**src/shared/sdcsb_pkg.sv**
```systemverilog
`default_nettype none
package sdcsb_pkg;
  // Status/control bit positions
  localparam int unsigned SC_ENABLE_DEBUG_BIT = 7;
  localparam int unsigned SC_DEBUG_ACTIVE_BIT = 6;
  localparam int unsigned SC_BKPT_EN_BIT = 5;
  localparam int unsigned SC_FORCE_TAG_BIT = 4;
  localparam int unsigned SC_CLK_SEL_BIT = 3;
  localparam int unsigned SC_LOWPOWER_BIT = 2;
  localparam int unsigned SC_CONFLICT_BIT = 1;
  localparam int unsigned SC_SLOW_FAIL_BIT = 0;
  localparam int unsigned FR_FORCE_RESET_BIT = 0;
  // Reset values
  localparam logic [7:0] SC_RESET_VAL = 8'h00;
  localparam logic [15:0] BKPT_RESET_VAL = 16'h0000;
  localparam logic [7:0] FR_READ_VAL = 8'h00;
  // Width of the force-reset pulse handed to the system reset logic
  localparam logic [3:0] FR_PULSE_CYCLES = 4'h4;

  // Serial command decoded by the protocol engine
  typedef enum logic [2:0] {
    SDCSB_CMD_NONE,
    SDCSB_CMD_READ_STATUS,
    SDCSB_CMD_WRITE_CONTROL,
    SDCSB_CMD_BREAKPOINT_READ_CMD,
    SDCSB_CMD_BREAKPOINT_WRITE_CMD,
    SDCSB_CMD_FORCE_BGND,
    SDCSB_CMD_WRITE_FRCRST,
    SDCSB_CMD_READ_FRCRST
  } sdcsb_cmd_t;

  typedef struct packed {
    logic valid;
    sdcsb_cmd_t cmd;
    logic [15:0] wdata;
  } sdcsb_req_t;

  typedef struct packed {
    logic [15:0] addr;
    logic addr_valid;
    logic opcode_fetch;
    logic insn_boundary;
    logic in_lowpower;
    logic in_debug;
    logic mem_cmd_fail;
  } sdcsb_cpu_t;
endpackage : sdcsb_pkg
`default_nettype wire
```
**src/rtl/sdcsb_bkpt_match.sv**
```systemverilog
`timescale 1ns/10ps
`default_nettype none
module sdcsb_bkpt_match
  import sdcsb_pkg::*;
#(
  parameter int unsigned ADDR_W = 16
) (
  input wire logic i_clk,
  input wire logic i_rst,
  input wire logic i_ce,
  input wire logic i_enable,
  input wire logic i_force_sel,
  input wire logic [ADDR_W-1:0] i_match_addr,
  input wire sdcsb_cpu_t i_cpu,
  output logic o_force_req,
  output logic o_tag_req
);
  logic hit;
  logic force_pend_reg, force_pend_next;

  assign hit = i_enable && i_cpu.addr_valid && (i_cpu.addr == i_match_addr);

  always_comb begin
    force_pend_next = force_pend_reg;
    if (!i_enable) begin
      force_pend_next = 1'b0;
    end else if (i_cpu.insn_boundary) begin
      force_pend_next = 1'b0;
    end else if (hit && i_force_sel) begin
      force_pend_next = 1'b1;
    end
  end

  always_ff @(posedge i_clk) begin
    if (i_rst) begin
      force_pend_reg <= 1'b0;
    end else if (i_ce) begin
      force_pend_reg <= force_pend_next;
    end
  end

  // Forced request fires at the boundary after any access to the address
  assign o_force_req = i_enable && i_force_sel && i_cpu.insn_boundary &&
                       (force_pend_reg || hit);
  // Tag marks only fetched opcodes; the core holds the tag through its queue
  assign o_tag_req = hit && !i_force_sel && i_cpu.opcode_fetch;
endmodule // sdcsb_bkpt_match
`default_nettype wire

```
**src/rtl/sdcsb_status_bkpt.sv**
```systemverilog
`timescale 1ns/10ps
`default_nettype none
module sdcsb_status_bkpt
  import sdcsb_pkg::*;
#(
  parameter int unsigned ADDR_W = 16
) (
  input wire logic I_CLK,
  input wire logic I_SYS_RST,
  input wire logic I_CE,
  input wire sdcsb_req_t I_REQ,
  input wire sdcsb_cpu_t I_CPU,
  input wire logic I_USER_FRCRST_WR,
  input wire logic [7:0] I_USER_WDATA,
  output logic [15:0] O_RDATA,
  output logic O_RVALID,
  output logic O_FORCE_BGND,
  output logic O_BKPT_FORCE,
  output logic O_BKPT_TAG,
  output logic O_MCU_RESET,
  output logic O_ENABLE_DEBUG,
  output logic O_CLK_SEL
);
  logic [7:0] ctrl_reg, ctrl_next;
  logic [ADDR_W-1:0] bkpt_reg, bkpt_next;
  logic lowpower_reg, lowpower_next;
  logic conflict_reg, conflict_next;
  logic [15:0] rdata_reg, rdata_next;
  logic rvalid_reg, rvalid_next;
  logic fbgnd_reg, fbgnd_next;
  logic frc_reg, frc_next;
  logic bkf_reg, bkt_reg;
  logic [3:0] frc_cnt_reg, frc_cnt_next;
  logic bk_force, bk_tag;
  logic [7:0] status;
  logic woke_from_lowpower;

  assign woke_from_lowpower = lowpower_reg && I_CPU.in_debug;

  always_comb begin
    status = 8'h00;
    status[SC_ENABLE_DEBUG_BIT] = ctrl_reg[SC_ENABLE_DEBUG_BIT];
    status[SC_DEBUG_ACTIVE_BIT] = I_CPU.in_debug;
    status[SC_BKPT_EN_BIT] = ctrl_reg[SC_BKPT_EN_BIT];
    status[SC_FORCE_TAG_BIT] = ctrl_reg[SC_FORCE_TAG_BIT];
    status[SC_CLK_SEL_BIT] = ctrl_reg[SC_CLK_SEL_BIT];
    status[SC_LOWPOWER_BIT] = lowpower_reg;
    status[SC_CONFLICT_BIT] = conflict_reg;
    status[SC_SLOW_FAIL_BIT] = 1'b0;
  end

  always_comb begin
    ctrl_next = ctrl_reg;
    bkpt_next = bkpt_reg;
    lowpower_next = lowpower_reg;
    conflict_next = conflict_reg;
    rdata_next = rdata_reg;
    rvalid_next = 1'b0;
    fbgnd_next = 1'b0;
    frc_next = 1'b0;
    frc_cnt_next = frc_cnt_reg;
    // Low-power flag holds after a forced exit until user code resumes
    if (I_CPU.in_lowpower) begin
      lowpower_next = 1'b1;
    end else if (!I_CPU.in_debug) begin
      lowpower_next = 1'b0;
    end
    if (I_CPU.in_lowpower && !I_CPU.in_debug && !lowpower_reg) begin
      conflict_next = 1'b0;
    end
    if (I_CPU.mem_cmd_fail) begin
      conflict_next = 1'b1;
    end
    if (I_REQ.valid) begin
      case (I_REQ.cmd)
        SDCSB_CMD_READ_STATUS: begin
          rdata_next = {8'h00, status};
          rvalid_next = 1'b1;
        end
        SDCSB_CMD_WRITE_CONTROL: begin
          // Only control bits take the write; status bits stay hardware-owned
          ctrl_next[SC_BKPT_EN_BIT] = I_REQ.wdata[SC_BKPT_EN_BIT];
          ctrl_next[SC_FORCE_TAG_BIT] = I_REQ.wdata[SC_FORCE_TAG_BIT];
          ctrl_next[SC_CLK_SEL_BIT] = I_REQ.wdata[SC_CLK_SEL_BIT];
          // Enable may not change while debug is active
          if (!I_CPU.in_debug) begin
            ctrl_next[SC_ENABLE_DEBUG_BIT] = I_REQ.wdata[SC_ENABLE_DEBUG_BIT];
          end
        end
        SDCSB_CMD_BREAKPOINT_READ_CMD: begin
          rdata_next = 16'(bkpt_reg);
          rvalid_next = 1'b1;
        end
        SDCSB_CMD_BREAKPOINT_WRITE_CMD: begin
          bkpt_next = I_REQ.wdata[ADDR_W-1:0];
        end
        SDCSB_CMD_FORCE_BGND: begin
          // Accepted in low-power too, waking CPU into debug mode
          fbgnd_next = ctrl_reg[SC_ENABLE_DEBUG_BIT];
        end
        SDCSB_CMD_WRITE_FRCRST: begin
          if (I_REQ.wdata[FR_FORCE_RESET_BIT]) begin
            frc_cnt_next = FR_PULSE_CYCLES;
          end
        end
        SDCSB_CMD_READ_FRCRST: begin
          // Write-only register: no stored bit ever reaches the read path
          rdata_next = {8'h00, FR_READ_VAL};
          rvalid_next = 1'b1;
        end
        default: begin
          rvalid_next = 1'b0;
        end
      endcase
    end
    // User-side writes to the force-reset register are dropped: I_USER_FRCRST_WR drives no logic here, only an assertion
    if (frc_cnt_reg != 4'h0) begin
      frc_cnt_next = frc_cnt_reg - 4'h1;
      frc_next = 1'b1;
    end
  end

  always_ff @(posedge I_CLK) begin
    if (I_SYS_RST) begin
      ctrl_reg <= SC_RESET_VAL;
      bkpt_reg <= BKPT_RESET_VAL;
      lowpower_reg <= 1'b0;
      conflict_reg <= 1'b0;
      rdata_reg <= 16'h0000;
      rvalid_reg <= 1'b0;
      fbgnd_reg <= 1'b0;
      frc_reg <= 1'b0;
      frc_cnt_reg <= 4'h0;
    end else if (I_CE) begin
      ctrl_reg <= ctrl_next;
      bkpt_reg <= bkpt_next;
      lowpower_reg <= lowpower_next;
      conflict_reg <= conflict_next;
      rdata_reg <= rdata_next;
      rvalid_reg <= rvalid_next;
      fbgnd_reg <= fbgnd_next;
      frc_reg <= frc_next;
      frc_cnt_reg <= frc_cnt_next;
    end
  end

  sdcsb_bkpt_match #(.ADDR_W(ADDR_W)) u_match (
    .i_clk(I_CLK),
    .i_rst(I_SYS_RST),
    .i_ce(I_CE),
    .i_enable(ctrl_reg[SC_BKPT_EN_BIT]),
    .i_force_sel(ctrl_reg[SC_FORCE_TAG_BIT]),
    .i_match_addr(bkpt_reg),
    .i_cpu(I_CPU),
    .o_force_req(bk_force),
    .o_tag_req(bk_tag)
  );

  always_ff @(posedge I_CLK) begin
    if (I_SYS_RST) begin
      bkf_reg <= 1'b0;
      bkt_reg <= 1'b0;
    end else if (I_CE) begin
      bkf_reg <= bk_force;
      bkt_reg <= bk_tag;
    end
  end

  assign O_RDATA = rdata_reg;
  assign O_RVALID = rvalid_reg;
  assign O_FORCE_BGND = fbgnd_reg;
  assign O_BKPT_FORCE = bkf_reg;
  assign O_BKPT_TAG = bkt_reg;
  assign O_MCU_RESET = frc_reg;
  assign O_ENABLE_DEBUG = ctrl_reg[SC_ENABLE_DEBUG_BIT];
  assign O_CLK_SEL = ctrl_reg[SC_CLK_SEL_BIT];

  a_slow_fail_zero: assert property (@(posedge I_CLK) disable iff (I_SYS_RST)
    O_RVALID && $past(I_REQ.cmd) == SDCSB_CMD_READ_STATUS && $past(I_CE) |-> O_RDATA[SC_SLOW_FAIL_BIT] == 1'b0)
    else $error("slow fail flag set");
  a_lowpower_sets: assert property (@(posedge I_CLK) disable iff (I_SYS_RST)
    I_CE && I_CPU.in_lowpower |=> lowpower_reg)
    else $error("lowpower flag not set");
  a_conflict_sets: assert property (@(posedge I_CLK) disable iff (I_SYS_RST)
    I_CE && I_CPU.mem_cmd_fail |=> conflict_reg)
    else $error("conflict flag not set");
  a_bkpt_write_read: assert property (@(posedge I_CLK) disable iff (I_SYS_RST)
    I_CE && I_REQ.valid && I_REQ.cmd == SDCSB_CMD_BREAKPOINT_WRITE_CMD |=> bkpt_reg == $past(I_REQ.wdata[ADDR_W-1:0]))
    else $error("breakpoint write lost");
  a_bkpt_disabled: assert property (@(posedge I_CLK) disable iff (I_SYS_RST)
    I_CE && !ctrl_reg[SC_BKPT_EN_BIT] |=> !O_BKPT_FORCE && !O_BKPT_TAG)
    else $error("breakpoint while disabled");
  a_force_reset_pulse: assert property (@(posedge I_CLK) disable iff (I_SYS_RST)
    I_CE && I_REQ.valid && I_REQ.cmd == SDCSB_CMD_WRITE_FRCRST && I_REQ.wdata[0] && frc_cnt_reg == 4'h0
    ##1 I_CE |=> O_MCU_RESET)
    else $error("force reset missing");
  a_user_write_ignored: assert property (@(posedge I_CLK) disable iff (I_SYS_RST)
    I_CE && I_USER_FRCRST_WR && !(I_REQ.valid && I_REQ.cmd == SDCSB_CMD_WRITE_FRCRST) && frc_cnt_reg == 4'h0
    |=> !O_MCU_RESET)
    else $error("user write caused reset");
  a_frcrst_read_zero: assert property (@(posedge I_CLK) disable iff (I_SYS_RST)
    I_CE && I_REQ.valid && I_REQ.cmd == SDCSB_CMD_READ_FRCRST |=> O_RVALID && O_RDATA == 16'h0000)
    else $error("force reset read not zero");
  a_status_readonly: assert property (@(posedge I_CLK) disable iff (I_SYS_RST)
    I_CE && I_REQ.valid && I_REQ.cmd == SDCSB_CMD_WRITE_CONTROL && !I_CPU.in_lowpower && !I_CPU.mem_cmd_fail
    && I_CPU.in_debug |=> lowpower_reg == $past(lowpower_reg) && conflict_reg == $past(conflict_reg))
    else $error("status bit written");
  a_debug_active: assert property (@(posedge I_CLK) disable iff (I_SYS_RST)
    I_CE && I_REQ.valid && I_REQ.cmd == SDCSB_CMD_READ_STATUS |=> O_RDATA[SC_DEBUG_ACTIVE_BIT] == $past(I_CPU.in_debug))
    else $error("debug active wrong");
endmodule // sdcsb_status_bkpt
`default_nettype wire

```
**config.mk**
```make
export PLATFORM = sky130hd
export DESIGN_NAME = sdcsb_status_bkpt
export DESIGN_NICKNAME = d
export VERILOG_FILES = /design/src/shared/sdcsb_pkg.sv /design/src/rtl/sdcsb_bkpt_match.sv /design/src/rtl/sdcsb_status_bkpt.sv
export SDC_FILE = /design/constraint.sdc
export NUM_CORES = 1
export LEC_CHECK = 0
export BUFFER_PORTS_ARGS = -buffer_cell sky130_fd_sc_hd__clkbuf_2
export CAP_MARGIN = 20
export CORE_MARGIN = 8
export CORE_UTILIZATION = 53
export DETAILED_ROUTE_END_ITERATION = 16
export GPL_ROUTABILITY_DRIVEN = 0
export PLACE_DENSITY = 0.82
export SYNTH_ARGS = -nofsm -noshare
export SYNTH_HDL_FRONTEND = slang
export SYNTH_SLANG_ARGS = --single-unit
export TNS_END_PERCENT = 30
```
**constraint.sdc**
```tcl
create_clock -name I_CLK -period 3.7 [get_ports I_CLK]
set_clock_uncertainty 0.1 [all_clocks]
set_input_delay 0.74 -clock I_CLK [delete_from_list [all_inputs] [get_ports I_CLK]]
set_output_delay 0.74 -clock I_CLK [all_outputs]
set_load 0.02 [all_outputs]
```
After elaboration in Yosys (flattened, before gate mapping) --
Cells that the tools add are included.
Storage, ports and cells: register bits after elaboration 48, bits in latches 0, memory bits (writable) 0, bits in read-only memories 0, input port bits 54, output and inout port bits 23, word-level logic and storage cells 71, memories kept 0
Operators by class: add/sub/neg operators 1, $mul 0, div/mod/pow operators 0, $lt $le $gt $ge 0, equal/unequal tests 10, shifts and indexed selects 0, mux-type cells 17, bitwise operators 1, reductions and logical operators 29
Operators by type and width (count):
- case mux 16 bit (3 select lines) | 1
- equality test 16 bit | 1
- 2-to-1 mux 4 bit | 4
- equality test 3 bit, second input constant | 4
- 2-to-1 mux 1 bit | 12
- logical AND 1 bit | 10
- AND reduction 3 bit | 3
- AND reduction 4 bit | 2
- nonzero test 2 bit | 4
- equality test 3 x 2 -> 1 bit, second input constant | 2
- AND reduction 2 bit | 3
- nonzero test 4 bit | 1
- subtractor 4 x 1 -> 4 bit, second input constant | 1
- equality test 3 x 1 -> 1 bit, second input constant | 1
- zero test 1 bit | 3
- inequality test 3 x 2 -> 1 bit, second input constant | 1
- nonzero test 3 bit | 1
- OR reduction 3 bit | 1
- inequality test 2 x 1 -> 1 bit, second input constant | 1
- logical OR 1 bit | 1
- inverter 1 bit | 1

Logic depth before layout (Yosys ltp) --
depth in word-level cells 6, depth in mapped cells 7, depth with buffers taken out 5

Cells and area by module --
From an unflattened synthesis, not the netlist that was laid out.
Unflattened totals: cells, all modules 260, area total of the unflattened synthesis 2319.7 um^2
By module, submodules not included:
- sdcsb_status_bkpt | times used 1, cells each 226, area each 2040.7 um^2, seq. area each 940.9 um^2
- sdcsb_bkpt_match | times used 1, cells each 34, area each 279.0 um^2, seq. area each 20.0 um^2

Worst setup path after synthesis --
No wires, ideal clock.
kind input-to-reg, start input port I_REQ[17] in the netlist's numbering, end register bkpt_reg[10], library setup time 128 ps, arrival 1623 ps, required time 3472 ps, slack 1849 ps, cell stages on the path 6, buffers on the path 2, cells stage by stage nand2b_2 -> nor3_2 -> buf_4 -> buf_6 -> mux2i_1 -> nor2_1
Between the ends: longest elaborated chain between the ends 2
RTL lines:
- start: declaration | RTL line sdcsb_status_bkpt.sv:11 | input wire sdcsb_req_t I_REQ,
- equality test 3 bit | RTL line sdcsb_status_bkpt.sv:75 | case (I_REQ.cmd)
- AND reduction 3 bit (no source line)
- end signal: assignment | RTL line sdcsb_status_bkpt.sv:136 | bkpt_reg <= bkpt_next;
- end: declaration | RTL line sdcsb_status_bkpt.sv:25 | logic [ADDR_W-1:0] bkpt_reg, bkpt_next;
Every way passes these cells. A chain may end at the register's enable or synchronous reset.

Worst setup path in the final report --
start input port I_REQ[18] in the netlist's numbering, end register rdata_reg[10], in the netlist O_RDATA[10]
Between the ends: longest elaborated chain between the ends 3, elaborated cells on any way between the ends 6, classes of those cells eq/ne: 3; mux: 1; reduce/logical: 2
RTL lines:
- equality test 3 bit, or another cell as far along | RTL line sdcsb_status_bkpt.sv:75
- nonzero test 3 bit (no source line)
- AND reduction 3 bit (no source line)
- end signal: assignment | RTL line sdcsb_status_bkpt.sv:139 | rdata_reg <= rdata_next;
- end: declaration | RTL line sdcsb_status_bkpt.sv:28 | logic [15:0] rdata_reg, rdata_next;
Several ways; a longest one is shown, not always the timed one.

==> reports/metrics.yaml <==
cts:
  cts_tree: "yes"
  postCtsSetupRepairBufs: 0
  clk_pin_slew_worst_paths_ns: 0.08
  numCtsBuffers: 5
  ctsHoldBuffers: 0
  cts_resized: 0
  clock_latency_ns: 0.30
  cts_buffer_depth: 2
  h-tree-depth: 2
  cts.sinks: 48
  cts-root-buf: "clkbuf_8"
power_and_ir_drop:
  clock_power_share_pct: 33.7
  leakage_nw: 1.04
  power.internal_mw: 0.719
  comb_power_share_pct: 10.5
  ir_worst_vdd_uv: 224
  powerDensity_nw_per_um2: 370
  swShare_pct: 24.5
  switchingPower_mw: 0.233
  p_total_mw: 0.952
  pwr-share-seq_pct: 55.9
logic_synthesis:
  async_flop_share_pct: 0
  postSynthCellCount: 240
  ys_warn_count: 0
  synth.ff_latch_count: 48
  syn_nets: 294
  syn_avg_cell_area_um2: 8.95
  yosysUniqueCellTypes: 37
  synth-edff-count: 0
  synth.cell_area_um2: 2150
  synth-main-ff-cell: "dfxtp_1"
  ys_seq_area_share_pct: 44.7
  synth_area_leaders: "dfxtp_1 45%, nor2_1 8.4%, mux2i_1 7.5%"
  synth_top_area_cell: "dfxtp_1"
  synth_top_area_share_pct: 44.7
  synth_common_cells: "48 x dfxtp_1, 48 x nor2_1, 19 x a21oi_1"
sta:
  holdWs_ns: 0.374
  period_needed_ns: 1.88
  final.setup.tns_ns: 0
  max_slew.worst_pin.slew_ns: 0.516
  rsz0062_at_grt: "no"
  hold_viol: 0
  max_freq_mhz: 532
  setup_violations: 0
  slew_viol_final: 0
  relSlewSlack_pct: 65.5
  worst_slack_ns: 1.82
  fin_crit_sh_pct: 50.8
floorplanning:
  die_h_um: 79.7
  start_util_pct: 54.5
  fp.dieW_um: 79.7
  die_area_um2: 6350
  rows: 23
  io_pins: 77
  coreArea_um2: 3940
placed_design:
  placed_area_um2: 2480
  dp_hpwl_mm: 4.07
  place_inst: 347
  place_ws_ns: 1.51
  port_buffers: 67
global_routing:
  grt_pass1_vias: 1850
  grt_pass1_wl_mm: 8.71
  grt-ovfl-total: 0
  grt_max_degree: 36
  antenna_found_initial: 0
  grt_usage_pct: 17.4
critical_path:
  worstSetupPathType: "primary input to register"
  r2r_slack_ns: 2.04
  worstSetupStartpointType: "primary input"
  path_max_fanout: 33
  reg2reg_from: "bkpt_reg[11]"
  required_ns: 3.78
  end_kind: "register"
  arrival_ns: 1.96
  r2r_end: "O_BKPT_TAG"
  reg2reg_depth: 5
detailed_routing:
  drtIter0Drc: 144
  routed_wire_length_per_instance_um: 15.0
  ant_nets: 0
  firstDrtPassIters: 4
  drc: 0
  via_per_inst: 5.25
  vias: 1865
  routed_wirelength_mm: 5.34
final_layout:
  diodes: 0
  fin_nets: 358
  final_area_um2: 2570
  seq_area_um2: 961
  fillers: 345
  multi_input_area_um2: 1090
  fin_cells: 355
  syn_to_final_growth_pct: 19.9
  final_util_pct: 65.3
  drive_gt1_share_pct: 28.9
flow_run:
  cap_violations: 0
hold_path:
  hp-start: "O_BKPT_TAG"
  min_to: "O_BKPT_TAG"
  hp-class: "register to register"
  holdPathStages: 2
run_status:
  status: "complete, no violations"
==> cell families after synthesis <==
logic type             share of synthesized area (%)
flip-flops                                      44.7
AND/OR/NAND/NOR                                 21.8
AO/OA/AOI/OAI                                   15.3
multiplexers                                    7.45
buffers and inverters                           4.60
XOR/XNOR                                        6.12
==> how the worst max path moves through the flow <==
stage | start | end | depth (start not counted)
after floorplan | I_REQ[17] | bkpt_reg[10] | 6
after global placement | I_REQ[18] | O_RDATA[15] | 6
after detailed placement | I_REQ[18] | O_RDATA[11] | 6
after CTS | I_REQ[18] | O_RDATA[11] | 6
after global routing | I_REQ[18] | O_RDATA[15] | 6
final | I_REQ[18] | O_RDATA[10] | 6
==> power by group through the flow <==
stage	registers [mW]	clock network, mW	logic, mW
6_report	0.532	0.320	0.0996
3_3_place_gp	0.544	0	0.0977
2_1_floorplan	0.548	0	0.0526
3_5_place_dp	0.544	0	0.0996
5_1_grt	0.533	0.346	0.109
4_1_cts	0.532	0.327	0.0998
==> critical path: stages <==
cell and delay [ns]:
clkbuf_2 0.22, nand2b_2 0.16, and4_4 0.51, nor2b_1 0.09
a31oi_1 0.17, nor2_1 0.06
==> area by class of cell <==
class | count | area share (%)
multi-input cells | 175 | 42.3
flip-flops and latches | 48 | 37.3
repair buffers | 70 | 13.9
clock buffers | 8 | 3.50
well taps | 50 | 2.43
inverters | 4 | 0.583
==> cell usage in the layout (no fill, tap or decap), drive strengths merged <==
cell,count
a211oi,7
a21oi,19
a22oi,1
a311oi,1
a31oi,9
a41oi,1
and4,2
buf,3
clkbuf,75
dfxtp,48
inv,4
mux2i,16
nand2,13
nand2b,3
nand3,2
nand4,2
nand4b,1
nor2,49
nor2b,10
nor3,7
nor3b,7
nor4,1
o21ai,4
o221ai,1
o22ai,1
o31ai,2
o32ai,1
xnor2,8
xor2,7
==> metal layers <==
layer	part of all wire [%]	wire, µm	GRT usage, %
met3	9.1	484	6.87
met2	47	2500	28.0
met5	0	0	0
met1	43	2290	20.5
met4	1.3	71	6.11
(Power assumes the default switching activity.)
